`config.mk`:
```
export PLATFORM = sky130hd
export DESIGN_NAME = cad_event_map
export DESIGN_NICKNAME = d
export VERILOG_FILES = /design/src/rtl/cad_pkg.sv /design/src/rtl/cad_event_map.sv
export SDC_FILE = /design/constraint.sdc
export NUM_CORES = 1
export LEC_CHECK = 0
export BUFFER_PORTS_ARGS = -buffer_cell sky130_fd_sc_hd__buf_2
export CAP_MARGIN = 20
export CELL_PAD_IN_SITES_DETAIL_PLACEMENT = 1
export CELL_PAD_IN_SITES_GLOBAL_PLACEMENT = 1
export CORE_AREA = 2 2 80 82
export DETAILED_ROUTE_END_ITERATION = 16
export DIE_AREA = 0 0 82 84
export GPL_TIMING_DRIVEN = 0
export MAX_ROUTING_LAYER = met4
export PLACE_DENSITY = 0.8
export REMOVE_ABC_BUFFERS = 1
export SYNTH_ARGS = -nofsm -noshare
export SYNTH_HDL_FRONTEND = slang
export SYNTH_SLANG_ARGS = --single-unit
```
`constraint.sdc`:
```
create_clock -name sys_clk -period 4.4 [get_ports sys_clk]
set_input_delay 0.22 -clock sys_clk [delete_from_list [all_inputs] [get_ports sys_clk]]
set_output_delay 0.22 -clock sys_clk [all_outputs]
set_load 0.01 [all_outputs]
```
`src/rtl/cad_pkg.sv`:
```
package cad_pkg;
  // Pin mapping codes
  localparam logic [1:0] CAD_MAP_PRIMARY = 2'h0;
  localparam logic [1:0] CAD_MAP_ALT_A = 2'h1;
  localparam logic [1:0] CAD_MAP_ALT_B = 2'h2;
  localparam logic [1:0] CAD_MAP_NONE = 2'h3;
  // Field positions inside the two pin-mapping configuration words
  localparam int CAD_MAP1_PIN0_POS = 6;
  localparam int CAD_MAP1_PIN1_POS = 4;
  localparam int CAD_MAP1_PIN2_POS = 2;
  localparam int CAD_MAP1_PIN3_POS = 0;
  localparam int CAD_MAP2_PIN4_POS = 6;
  localparam int CAD_MAP2_PIN5_POS = 4;
  // Status bit positions
  localparam int CAD_STAT_DETECT_POS = 0;
  localparam int CAD_STAT_SYNC_POS = 1;
  localparam int CAD_STAT_HDR_POS = 3;
  // Scan timing: receive window of (2^SF + 32) chips; one chip per
  // chip_tick from the modem timebase
  localparam logic [12:0] CAD_RX_EXTRA_CHIPS = 13'h0020;
  localparam logic [12:0] CAD_PROC_MARGIN_CHIPS = 13'h0010;
  localparam logic [7:0] CAD_MAP_RESET = 8'h00;

  typedef enum logic [4:0] {
    CAD_IDLE = 5'b00001,
    CAD_LOCK = 5'b00010,
    CAD_CAPTURE = 5'b00100,
    CAD_CORRELATE = 5'b01000,
    CAD_DONE = 5'b10000
  } cad_state_type;
endpackage : cad_pkg

```
`src/rtl/cad_event_map.sv`:
```
module cad_event_map
  import cad_pkg::*;
(
  input wire logic sys_clk,
  input wire logic rst_n,
  input wire logic scan_start,
  input wire logic [3:0] spread_factor,
  input wire logic chip_tick,
  input wire logic synth_locked,
  input wire logic corr_match,
  input wire logic [7:0] pin_map_first,
  input wire logic [7:0] pin_map_second,
  input wire logic clock_output,
  input wire logic op_state_settled_in,
  input wire logic hop_channel_request,
  input wire logic receive_window_expired,
  input wire logic receive_complete,
  input wire logic transmit_complete,
  input wire logic header_accepted,
  input wire logic payload_check_fail,
  input wire logic preamble_found,
  input wire logic demod_locked,
  output logic rx_power_en,
  output logic synth_power_en,
  output logic capture_en,
  output logic correlate_en,
  output logic scan_busy,
  output logic standby_req,
  output logic activity_scan_finished,
  output logic activity_scan_hit,
  output logic [7:0] demod_state_reg,
  output logic event_pin_0,
  output logic event_pin_1,
  output logic event_pin_2,
  output logic event_pin_3,
  output logic event_pin_4,
  output logic event_pin_5
);

  cad_state_type state;
  cad_state_type next_state;
  logic [12:0] chip_cnt;
  logic [12:0] next_chip_cnt;
  logic [7:0] next_demod;
  logic [5:0] next_pins;

  // One symbol is 2^SF chips; SF limited to 12 so the window fits 13 bits
  function automatic logic [12:0] sym_chips(input logic [3:0] sf);
    logic [3:0] s;
    s = (sf > 4'hC) ? 4'hC : sf;
    sym_chips = 13'h0001 << s;
  endfunction : sym_chips

  function automatic logic map_sel(input logic [1:0] code, input logic a,
                                   input logic b, input logic c);
    unique case (code)
      CAD_MAP_PRIMARY: map_sel = a;
      CAD_MAP_ALT_A: map_sel = b;
      CAD_MAP_ALT_B: map_sel = c;
      CAD_MAP_NONE: map_sel = 1'b0;
    endcase
  endfunction : map_sel

  wire logic [12:0] rx_window = sym_chips(spread_factor) + CAD_RX_EXTRA_CHIPS;
  // Correlation ends a margin before a full symbol
  wire logic [12:0] proc_window = sym_chips(spread_factor) - CAD_PROC_MARGIN_CHIPS;
  wire logic cap_end = (state == CAD_CAPTURE) && chip_tick && (chip_cnt >= rx_window - 13'h0001);
  wire logic corr_end = (state == CAD_CORRELATE) && chip_tick
                        && (chip_cnt >= proc_window - 13'h0001);

  always_comb begin
    next_state = state;
    next_chip_cnt = chip_cnt;
    unique case (state)
      CAD_IDLE: if (scan_start) next_state = CAD_LOCK;
      CAD_LOCK: begin
        next_chip_cnt = 13'h0000;
        if (synth_locked) next_state = CAD_CAPTURE;
      end
      CAD_CAPTURE: begin
        if (cap_end) begin
          next_state = CAD_CORRELATE;
          next_chip_cnt = 13'h0000;
        end else if (chip_tick) begin
          next_chip_cnt = chip_cnt + 13'h0001;
        end
      end
      CAD_CORRELATE: begin
        if (corr_end) next_state = CAD_DONE;
        else if (chip_tick) next_chip_cnt = chip_cnt + 13'h0001;
      end
      CAD_DONE: next_state = CAD_IDLE;
      default: next_state = CAD_IDLE;
    endcase
  end

  always_ff @(posedge sys_clk) begin
    if (!rst_n) begin
      state <= CAD_IDLE;
      chip_cnt <= 13'h0000;
    end else begin
      state <= next_state;
      chip_cnt <= next_chip_cnt;
    end
  end

  // Receiver and synthesizer only run until capture ends; correlation is low power
  assign synth_power_en = (state == CAD_LOCK) || (state == CAD_CAPTURE);
  assign rx_power_en = (state == CAD_CAPTURE);
  assign capture_en = (state == CAD_CAPTURE);
  assign correlate_en = (state == CAD_CORRELATE);
  assign scan_busy = (state != CAD_IDLE);
  assign standby_req = (state == CAD_DONE);

  // Pulses last one cycle; the host keeps its own pending flags
  always_ff @(posedge sys_clk) begin
    if (!rst_n) begin
      activity_scan_finished <= 1'b0;
      activity_scan_hit <= 1'b0;
    end else begin
      activity_scan_finished <= corr_end;
      activity_scan_hit <= corr_end && corr_match;
    end
  end

  always_comb begin
    next_demod = 8'h00;
    next_demod[CAD_STAT_DETECT_POS] = preamble_found;
    next_demod[CAD_STAT_SYNC_POS] = preamble_found && demod_locked;
    next_demod[CAD_STAT_HDR_POS] = header_accepted;
  end

  wire logic [1:0] code0 = pin_map_first[CAD_MAP1_PIN0_POS +: 2];
  wire logic [1:0] code1 = pin_map_first[CAD_MAP1_PIN1_POS +: 2];
  wire logic [1:0] code2 = pin_map_first[CAD_MAP1_PIN2_POS +: 2];
  wire logic [1:0] code3 = pin_map_first[CAD_MAP1_PIN3_POS +: 2];
  wire logic [1:0] code4 = pin_map_second[CAD_MAP2_PIN4_POS +: 2];
  wire logic [1:0] code5 = pin_map_second[CAD_MAP2_PIN5_POS +: 2];

  // Pins reflect registered scan events so the scan pulses and pin move together
  assign next_pins[0] = map_sel(code0, receive_complete, transmit_complete,
                                corr_end);
  assign next_pins[1] = map_sel(code1, receive_window_expired, hop_channel_request,
                                corr_end && corr_match);
  assign next_pins[2] = map_sel(code2, hop_channel_request, hop_channel_request,
                                hop_channel_request);
  assign next_pins[3] = map_sel(code3, corr_end, header_accepted,
                                payload_check_fail);
  assign next_pins[4] = map_sel(code4, corr_end && corr_match, synth_locked,
                                synth_locked);
  assign next_pins[5] = map_sel(code5, op_state_settled_in, clock_output,
                                clock_output);

  always_ff @(posedge sys_clk) begin
    if (!rst_n) begin
      demod_state_reg <= 8'h00;
      {event_pin_5, event_pin_4, event_pin_3, event_pin_2, event_pin_1, event_pin_0} <= 6'h00;
    end else begin
      demod_state_reg <= next_demod;
      {event_pin_5, event_pin_4, event_pin_3, event_pin_2, event_pin_1, event_pin_0} <= next_pins;
    end
  end
endmodule : cad_event_map

```
==> impl_metrics.env, run 1 <==
export IMPL_p_seq_share_pct=47.4
export IMPL_setup_tns_ps=0
export IMPL_ctsResizeCount=0
export IMPL_p_comb_share_pct=16.3
export IMPL_crit_path_end_kind="register"
export IMPL_clock_fmax_mhz=274
export IMPL_wl_per_cell_um=15.1
export IMPL_antenna_cells=0
export IMPL_postCtsSetupBuffers=0
export IMPL_overflow=0
export IMPL_route_vias_total=2207
export IMPL_required_ps=4540
export IMPL_final_core_util_pct=43.5
export IMPL_min_path_type="input port to register"
export IMPL_grt_pass1_wl_mm=10.2
export IMPL_first_pass_iters=4
export IMPL_power_frac_clock_pct=36.4
export IMPL_cts_buffers=5
export IMPL_drt_iter0_markers=65
export IMPL_synth_common_cells="nand2_1, dfxtp_1, ha_1"
export IMPL_synth_top_cell_area_share_pct=25.3
export IMPL_synthCells=285
export IMPL_synth_main_ff_cell="dfxtp_1"
export IMPL_clock_sinks=29
export IMPL_nets=394
export IMPL_worstPathMaxFanout=9
export IMPL_wirelength_mm=6.19
export IMPL_chipWidth_um=82
export IMPL_yosysTopAreaCell="dfxtp_1"
export IMPL_finalMaxSlewViolations=0
export IMPL_port_buffers=48
export IMPL_place_area_um2=2560
export IMPL_holdWs_ps=102
export IMPL_startpoint_type="input port"
export IMPL_ctsHtreeMaxLevel=2
export IMPL_synth_seq_cells=29
export IMPL_start_util_pct=37.6
export IMPL_worst_slew_pin_slew_ps=1010
export IMPL_routabilityCongestion=0.847
export IMPL_synth_edf_count=0
export IMPL_slew_limit_headroom_pct=32.1
export IMPL_drive_above_1_share_pct=19.8
export IMPL_setup_viol=0
export IMPL_netlist_area_um2=2290
export IMPL_status="finished clean"
export IMPL_grt_start_max_net_pins=19
export IMPL_antenna_found_initial=0
export IMPL_synthDistinctLibCells=52
export IMPL_dieArea_um2=6890
export IMPL_clock_skew_ps=7.73
export IMPL_power_leakage_nw=1.33
export IMPL_via_per_inst=5.38
export IMPL_hold_violations=0
export IMPL_grt_setup_unrepaired="false"
export IMPL_arrival_ps=3790
export IMPL_grt_usage_pct=19.4
export IMPL_fp_dieH_um=84
export IMPL_ctsHoldBuffers=0
export IMPL_p_sw_w=0.000158
export IMPL_cts_root_buf="clkbuf_8"
export IMPL_intPower_w=0.000418
export IMPL_vdd_drop_max_uv=154
export IMPL_synth_most_common_cell="nand2_1"
export IMPL_cts_tree="done"
export IMPL_num_rows=29
export IMPL_largest_reg_flops=13
export IMPL_seq_area_frac_synth_pct=25.3
export IMPL_core_area_um2=6100
export IMPL_detail_route_antenna_nets=0
export IMPL_clock_path_buffers=2
export IMPL_finalCriticalPeriod_ps=3650
export IMPL_clk_latency_ps=280
export IMPL_clkTransAtPathRegs_ps=70
export IMPL_yosys_top_cells_area="dfxtp_1, ha_1, nand2_1"
export IMPL_io_pins=58
export IMPL_hpwl_mm=4.95
export IMPL_yosys_warnings=0
export IMPL_layout_worst_path_cycle_share_pct=82.9
export IMPL_syn_to_final_growth_pct=15.5
export IMPL_criticalPathCategory="input port to register"
export IMPL_drc=0
export IMPL_maxCapViolations=0
export IMPL_power_density_nw_per_um2=217
export IMPL_p_total_w=0.000576
export IMPL_synthArstFlopShare_pct=0
export IMPL_switching_share_pct=27.4
export IMPL_stdcell_area_um2=2650
export IMPL_syn_mean_instance_area_um2=8.05
export IMPL_grt_pass1_vias=2214
==> metal layers <==
metal | routed length (µm) | vias up | part of all wire, % | global-route usage (%)
met1 | 2840 | 1059 | 46 | 24.1
li1 | - | 1105 | - | -
met4 | 123 | 0 | 2.0 | 4.70
met2 | 3090 | 30 | 50 | 32.4
met5 | 0 | - | 0 | -
met3 | 138 | 13 | 2.2 | 2.92
==> kinds of logic (layout without fill, tap and decap cells) <==
logic type	count (synthesis)	after routing	synth area share [%]
xor gates and xnor gates	7	7	2.67
adders and majority gates	26	26	14.2
muxes	1	1	0.436
buffers and inverters	28	72	6.22
DFF	29	29	25.3
and+or+nand+nor	122	122	29.5
other	1	5	0.163
AOI/OAI and AO/OA	71	71	21.5
==> layout make-up <==
class                   count  area [µm²]
well taps                  77        96.3
flip-flops and latches     29         581
clock buffers               6        72.6
inverters                  15        56.3
repair buffers             49         248
multi-input cells         232        1590
clock inverters             2        10.0
fillers                   785        3450
==> metrics by stage <==
step / cells / setup slack [ps]
4_1_cts: 409 / 719
5_1_grt: 410 / 356
2_1_floorplan: 276 / 1460
3_5_place_dp: 401 / 427
6_report: 410 / 752
3_3_place_gp: 401 / 636
==> power by group through the flow <==
| stage | Clock, W | Sequential (W) | Combinational, W |
|---|---|---|---|
| final | 0.000209 | 0.000273 | 0.0000936 |
| after CTS | 0.000216 | 0.000273 | 0.0000944 |
| after detailed placement | 0 | 0.000278 | 0.0000937 |
| after global routing | 0.000226 | 0.000273 | 0.000107 |
| after global placement | 0 | 0.000278 | 0.0000892 |
| after floorplan | 0 | 0.000280 | 0.0000515 |
==> final timing paths <==
path	from	end	slack (ps)	depth (start not counted)
min	pin_map_first[3]	event_pin_2	100	2
max	spread_factor[3]	chip_cnt[1]	750	13
min reg2reg	chip_cnt[12]	chip_cnt[12]	580	1
max reg2reg	chip_cnt[6]	chip_cnt[1]	1360	7
==> cell usage in the layout (no fill, tap or decap), types with 2 or more instances in the layout <==
cell type / instances
a21boi_1: 2
a21o_1: 2
a21oi_1: 16
a22o_1: 7
a31oi_1: 2
a41oi_1: 2
and2_1: 12
and3_1: 12
and4_1: 5
buf_2: 48
clkbuf_8: 5
clkinv_2: 2
conb_1: 5
dfxtp_1: 29
ha_1: 26
inv_1: 15
nand2_1: 31
nand2b_1: 9
nand3_1: 6
nand4_1: 5
nor2_1: 16
nor2b_1: 11
nor3_1: 3
nor3b_1: 3
nor4_1: 2
o21ai_0: 16
o21ai_1: 8
o31ai_1: 2
xnor2_1: 4
xor2_1: 3
==> critical path, cell delays in order <==
cell and delay, ps:
buf_2 140, nor2_1 260, nand2_1 140, ha_1 240
and2_1 160, o21ai_0 240, ha_1 310, a211oi_1 260
nor2_1 110, a2111oi_2 690, a21boi_1 430, o311ai_0 420
o21ai_0 150
Note: power is estimated with default switching activity, not from simulation.
==> run 2: changes to the inputs <==
--- a/config.mk
+++ b/config.mk
@@ -9,12 +9,12 @@
 export CAP_MARGIN = 20
 export CELL_PAD_IN_SITES_DETAIL_PLACEMENT = 1
 export CELL_PAD_IN_SITES_GLOBAL_PLACEMENT = 1
-export CORE_AREA = 2 2 80 82
+export CORE_AREA = 2 2 84 86
 export DETAILED_ROUTE_END_ITERATION = 16
-export DIE_AREA = 0 0 82 84
+export DIE_AREA = 0 0 86 88
 export GPL_TIMING_DRIVEN = 0
 export MAX_ROUTING_LAYER = met4
-export PLACE_DENSITY = 0.8
+export PLACE_DENSITY = 0.76
 export REMOVE_ABC_BUFFERS = 1
 export SYNTH_ARGS = -nofsm -noshare
 export SYNTH_HDL_FRONTEND = slang
==> constraint.sdc (replaced) <==
create_clock -name sys_clk -period 3.3 [get_ports sys_clk]
set_input_delay 0.165 -clock sys_clk [delete_from_list [all_inputs] [get_ports sys_clk]]
set_output_delay 0.165 -clock sys_clk [all_outputs]
set_load 0.01 [all_outputs]
==> impl_metrics.env, run 2 (synthesis gave the netlist of run 1 again) <==
export IMPL_drive_above_1_share_pct=20.9
export IMPL_p_seq_share_pct=41.1
export IMPL_chipWidth_um=86
export IMPL_drc=0
export IMPL_ctsHtreeMaxLevel=2
export IMPL_clk_latency_ps=290
export IMPL_core_area_um2=6640
export IMPL_criticalPathCategory="input port to register"
export IMPL_wirelength_mm=6.27
export IMPL_wl_per_cell_um=15.1
export IMPL_p_comb_share_pct=14.5
export IMPL_slew_limit_headroom_pct=32.6
export IMPL_ctsHoldBuffers=0
export IMPL_grt_start_max_net_pins=19
export IMPL_setup_viol=0
export IMPL_maxCapViolations=0
export IMPL_antenna_cells=0
export IMPL_io_pins=58
export IMPL_layout_common_cells="buf_2, nand2_1, dfxtp_1"
export IMPL_dieArea_um2=7570
export IMPL_worst_slack_ps=192
export IMPL_port_buffers=48
export IMPL_start_util_pct=34.5
export IMPL_vdd_drop_max_uv=151
export IMPL_nets=396
export IMPL_dp_worst_setup_slack_ps=-414
export IMPL_slowest_delay_ps=480
export IMPL_power_frac_clock_pct=44.4
export IMPL_grt_pass1_vias=2262
export IMPL_grt_usage_pct=18.1
export IMPL_first_pass_iters=4
export IMPL_setup_tns_ps=0
export IMPL_num_rows=30
export IMPL_cts_buffers=5
export IMPL_startpoint_type="input port"
export IMPL_n_fill_cell=827
export IMPL_path_delay_family="compound AO/OA/AOI/OAI gates"
export IMPL_detail_route_antenna_nets=0
export IMPL_status="finished clean"
export IMPL_cpMaxStageDelayCell="a2111o_1"
export IMPL_route_vias_total=2207
export IMPL_largest_reg_flops=13
export IMPL_clkTransAtPathRegs_ps=70
export IMPL_fp_dieH_um=88
export IMPL_min_path_type="input port to register"
export IMPL_grt_pass1_wl_mm=10.7
export IMPL_cp_cell_sequence="buf_2 -> nor2_1 -> nand2_1 -> ha_1 -> and2_1 -> o21ai_0 -> ha_1 -> a211oi_1 -> nor2_1 -> a2111o_1 -> o311ai_4 -> buf_4 -> o21ai_1 -> a22o_1"
export IMPL_finalMaxSlewViolations=0
export IMPL_intPower_w=0.000660
export IMPL_multi_input_area_um2=1620
export IMPL_clock_fmax_mhz=322
export IMPL_cts_tree="done"
export IMPL_finalCriticalPeriod_ps=3110
export IMPL_cts_root_buf="clkbuf_8"
export IMPL_arrival_ps=3280
export IMPL_crit_path_end_kind="register"
export IMPL_p_sw_w=0.000224
export IMPL_worst_slew_pin_slew_ps=1000
export IMPL_cp_num_buf_inv=2
export IMPL_switching_share_pct=25.4
export IMPL_clock_skew_ps=10.2
export IMPL_routabilityCongestion=0.827
export IMPL_final_common_cell="buf_2"
export IMPL_seq_area_um2=581
export IMPL_worstPathMaxFanout=9
export IMPL_overflow=0
export IMPL_power_density_nw_per_um2=323
export IMPL_power_leakage_nw=1.36
export IMPL_hold_violations=0
export IMPL_grt_setup_unrepaired="false"
export IMPL_drt_iter0_markers=60
export IMPL_required_ps=3470
export IMPL_clock_path_buffers=2
export IMPL_syn_to_final_growth_pct=19.2
export IMPL_via_per_inst=5.32
export IMPL_antenna_found_initial=0
export IMPL_clock_sinks=29
export IMPL_hpwl_mm=5.02
export IMPL_layout_worst_path_cycle_share_pct=94.2
==> run 2: cell types whose count changed in the layout (fill, tap and decap cells not counted), sizes merged <==
cell	previous run	this run
buf	49	51
bufinv	0	1
clkbuf	6	7
clkinv	2	0
==> run 2: metrics by stage <==
stage,area [µm²],utilization [%],hold slack (ps),std cells,total power (W)
after floorplan,2220,-,227,276,0.000442
after global placement,2560,38.6,335,404,0.000492
after detailed placement,2570,38.7,348,405,0.000497
after CTS,2700,40.7,33.4,413,0.000895
after global routing,2740,41.2,31.7,415,0.000932
final,2740,41.2,39.2,415,0.000884
==> run 2: final cells by class <==
| type | instances | area share [%] |
|---|---|---|
| clock inverters | 1 | 1.10 |
| clock buffers | 7 | 3.16 |
| multi-input cells | 232 | 59.2 |
| inverters | 15 | 2.06 |
| flip-flops and latches | 29 | 21.2 |
| well taps | 80 | 3.66 |
| repair buffers | 51 | 9.61 |
==> run 2: worst paths after layout <==
kind         slack, ps           end             start  depth (start not counted)
max                190   chip_cnt[7]  spread_factor[3]                         14
min                 40   event_pin_2  pin_map_first[2]                          2
max reg2reg        740  chip_cnt[12]      chip_cnt[10]                          8
min reg2reg        570   chip_cnt[1]       chip_cnt[1]                          2
==> run 2: metal layers <==
metal,global-route usage [%],part of all wire [%],routed length [µm],vias to the layer above
li1,-,-,-,1111
met1,21.2,44,2780,1053
met2,32.1,51,3220,36
met3,2.73,3.2,200,7
met4,5.34,1.1,67,0
met5,-,0,0,-
==> run 2: power by group through the flow <==
stage | clock network, W | logic, W | registers, W
3_3_place_gp | 0 | 0.000121 | 0.000371
5_1_grt | 0.000422 | 0.000145 | 0.000364
4_1_cts | 0.000405 | 0.000127 | 0.000363
2_1_floorplan | 0 | 0.0000686 | 0.000373
6_report | 0.000392 | 0.000128 | 0.000363
3_5_place_dp | 0 | 0.000126 | 0.000371
==> run 2: timing repair <==
item,4_1_cts,5_1_grt
pin swaps,0,2
endpoints found under the setup margin,9,10
buffers inserted,0,2
endpoints found under the hold margin,0,0
resized for setup,2,2
==> run 3: changes to the inputs <==
--- a/config.mk
+++ b/config.mk
@@ -14,7 +14,7 @@
 export DIE_AREA = 0 0 86 88
 export GPL_TIMING_DRIVEN = 0
 export MAX_ROUTING_LAYER = met4
-export PLACE_DENSITY = 0.76
+export PLACE_DENSITY_LB_ADDON = 0.1
 export REMOVE_ABC_BUFFERS = 1
 export SYNTH_ARGS = -nofsm -noshare
 export SYNTH_HDL_FRONTEND = slang
==> impl_metrics.env, run 3 (synthesis gave the netlist of run 1 again) <==
export IMPL_finalMaxSlewViolations=0
export IMPL_via_per_inst=5.14
export IMPL_wl_per_cell_um=14.7
export IMPL_path_delay_family="compound AO/OA/AOI/OAI gates"
export IMPL_setup_tns_ps=0
export IMPL_final_common_cell="buf_2"
export IMPL_p_total_w=0.000786
export IMPL_worstReg2RegStart="chip_cnt[11]"
export IMPL_drt_iter0_markers=63
export IMPL_n_fill_cell=834
export IMPL_cp_startpoint="spread_factor[3]"
export IMPL_grt_pass1_vias=2196
export IMPL_overflow=0
export IMPL_clock_skew_ps=6.18
export IMPL_cpMaxStageDelayCell="a2111o_1"
export IMPL_finalCriticalPeriod_ps=3110
export IMPL_holdWs_ps=52.9
export IMPL_final_cell_count_no_fill=416
export IMPL_hold_violations=0
export IMPL_maxCapViolations=0
export IMPL_final_core_util_pct=40.9
export IMPL_cpMostUsedCell="ha_1"
export IMPL_clock_sinks=29
export IMPL_port_buffers=48
export IMPL_cp_num_buf_inv=2
export IMPL_wirelength_mm=6.13
export IMPL_num_rows=30
export IMPL_syn_to_final_growth_pct=18.3
export IMPL_cts_tree="done"
export IMPL_layout_worst_path_cycle_share_pct=94.3
export IMPL_ctsHtreeMaxLevel=2
export IMPL_nets=397
export IMPL_arrival_ps=3280
export IMPL_layout_common_cells="buf_2, nand2_1, dfxtp_1"
export IMPL_drc=0
export IMPL_antenna_cells=0
export IMPL_detail_route_antenna_nets=0
export IMPL_clock_fmax_mhz=321
export IMPL_grt_usage_pct=18.1
export IMPL_slowest_delay_ps=470
export IMPL_cp_cell_sequence="buf_2 -> nor2_2 -> nand2_1 -> ha_1 -> and2_1 -> o21ai_0 -> ha_1 -> a211oi_1 -> nor2_1 -> a2111o_1 -> o311ai_4 -> buf_4 -> o21ai_1 -> a22o_1"
export IMPL_status="finished clean"
export IMPL_cts_buffers=5
export IMPL_dieArea_um2=7570
export IMPL_dp_cells=405
export IMPL_fp_dieH_um=88
export IMPL_start_util_pct=34.5
export IMPL_startpoint_type="input port"
export IMPL_cts_root_buf="clkbuf_8"
export IMPL_power_leakage_nw=1.35
export IMPL_io_pins=58
export IMPL_first_pass_iters=3
export IMPL_largest_reg_flops=13
export IMPL_route_vias_total=2137
export IMPL_power_density_nw_per_um2=290
export IMPL_hpwl_mm=4.98
export IMPL_clock_path_buffers=2
export IMPL_min_path_type="input port to register"
export IMPL_drive_above_1_share_pct=21.7
export IMPL_crit_path_end_kind="register"
export IMPL_grt_start_max_net_pins=19
export IMPL_setup_viol=0
export IMPL_required_ps=3470
export IMPL_vdd_drop_max_uv=132
export IMPL_clkTransAtPathRegs_ps=70
export IMPL_worst_slew_pin_slew_ps=974
export IMPL_routabilityCongestion=0.866
export IMPL_slew_limit_headroom_pct=34.5
export IMPL_core_area_um2=6640
export IMPL_hp_start="pin_map_first[3]"
export IMPL_criticalPathCategory="input port to register"
export IMPL_chipWidth_um=86
export IMPL_antenna_found_initial=0
export IMPL_grt_pass1_wl_mm=10.6
export IMPL_clk_latency_ps=280
export IMPL_worstPathMaxFanout=9
-- run 3: cell types whose count changed in the layout (fill, tap and decap cells not counted), sizes merged --
cell      previous run  this run
clkinv               0         2
clkbuf               7         5
bufinv               1         0
clkinvlp             0         1
buf                 51        52
-- run 3: what timing repair did --
action / in CTS / in global routing
buffers inserted: 0 / 3
pin swaps: 0 / 2
hold buffers: 0 / 0
endpoints found under the setup margin: 12 / 14
gates cloned: 0 / 0
gates resized for setup: 3 / 2
-- run 3: routing by layer --
layer / track usage (%) / up-vias / wire length (µm)
li1: - / 1117 / -
met1: 22.5 / 991 / 2950
met2: 31.0 / 27 / 3010
met3: 3.11 / 2 / 140
met4: 3.46 / 0 / 30
met5: - / - / 0
-- run 3: final timing paths --
kind                  end  slack (ps)  cells after the start
min           event_pin_2          50                      2
min reg2reg  chip_cnt[12]         570                      1
max           chip_cnt[5]         190                     14
max reg2reg  chip_cnt[11]         720                      8
-- run 3: per-stage QoR --
step | area [µm²] | setup slack [ps]
after detailed placement | 2570 | -581
after CTS | 2680 | 3.95
after global routing | 2720 | -5.80
final | 2720 | 188
after floorplan | 2220 | 414
after global placement | 2560 | -617
-- run 3: where the power goes --
group	leakage, nW	internal, W	switching (W)
logic	1.07	0.0000553	0.0000721
clock network	0.0439	0.000145	0.000150
registers	0.236	0.000358	0.00000529
total	1.35	0.000559	0.000228
-- run 3: layout make-up --
class | instances | area, µm² | share of cell area [%]
multi-input cells | 232 | 1620 | 59.7
flip-flops and latches | 29 | 581 | 21.4
repair buffers | 52 | 270 | 9.95
well taps | 80 | 100 | 3.69
clock buffers | 5 | 68.8 | 2.53
inverters | 15 | 56.3 | 2.07
clock inverters | 3 | 17.5 | 0.645
-- run 3: worst register-to-register path, cell delays in order, from the launching register on --
cell and delay [ps]:
dfxtp_1 360, ha_1 330, and4_1 280, nor3b_1 200
o21ai_0 160, a31oi_1 550, buf_4 280, o21ai_1 90
a22o_1 220
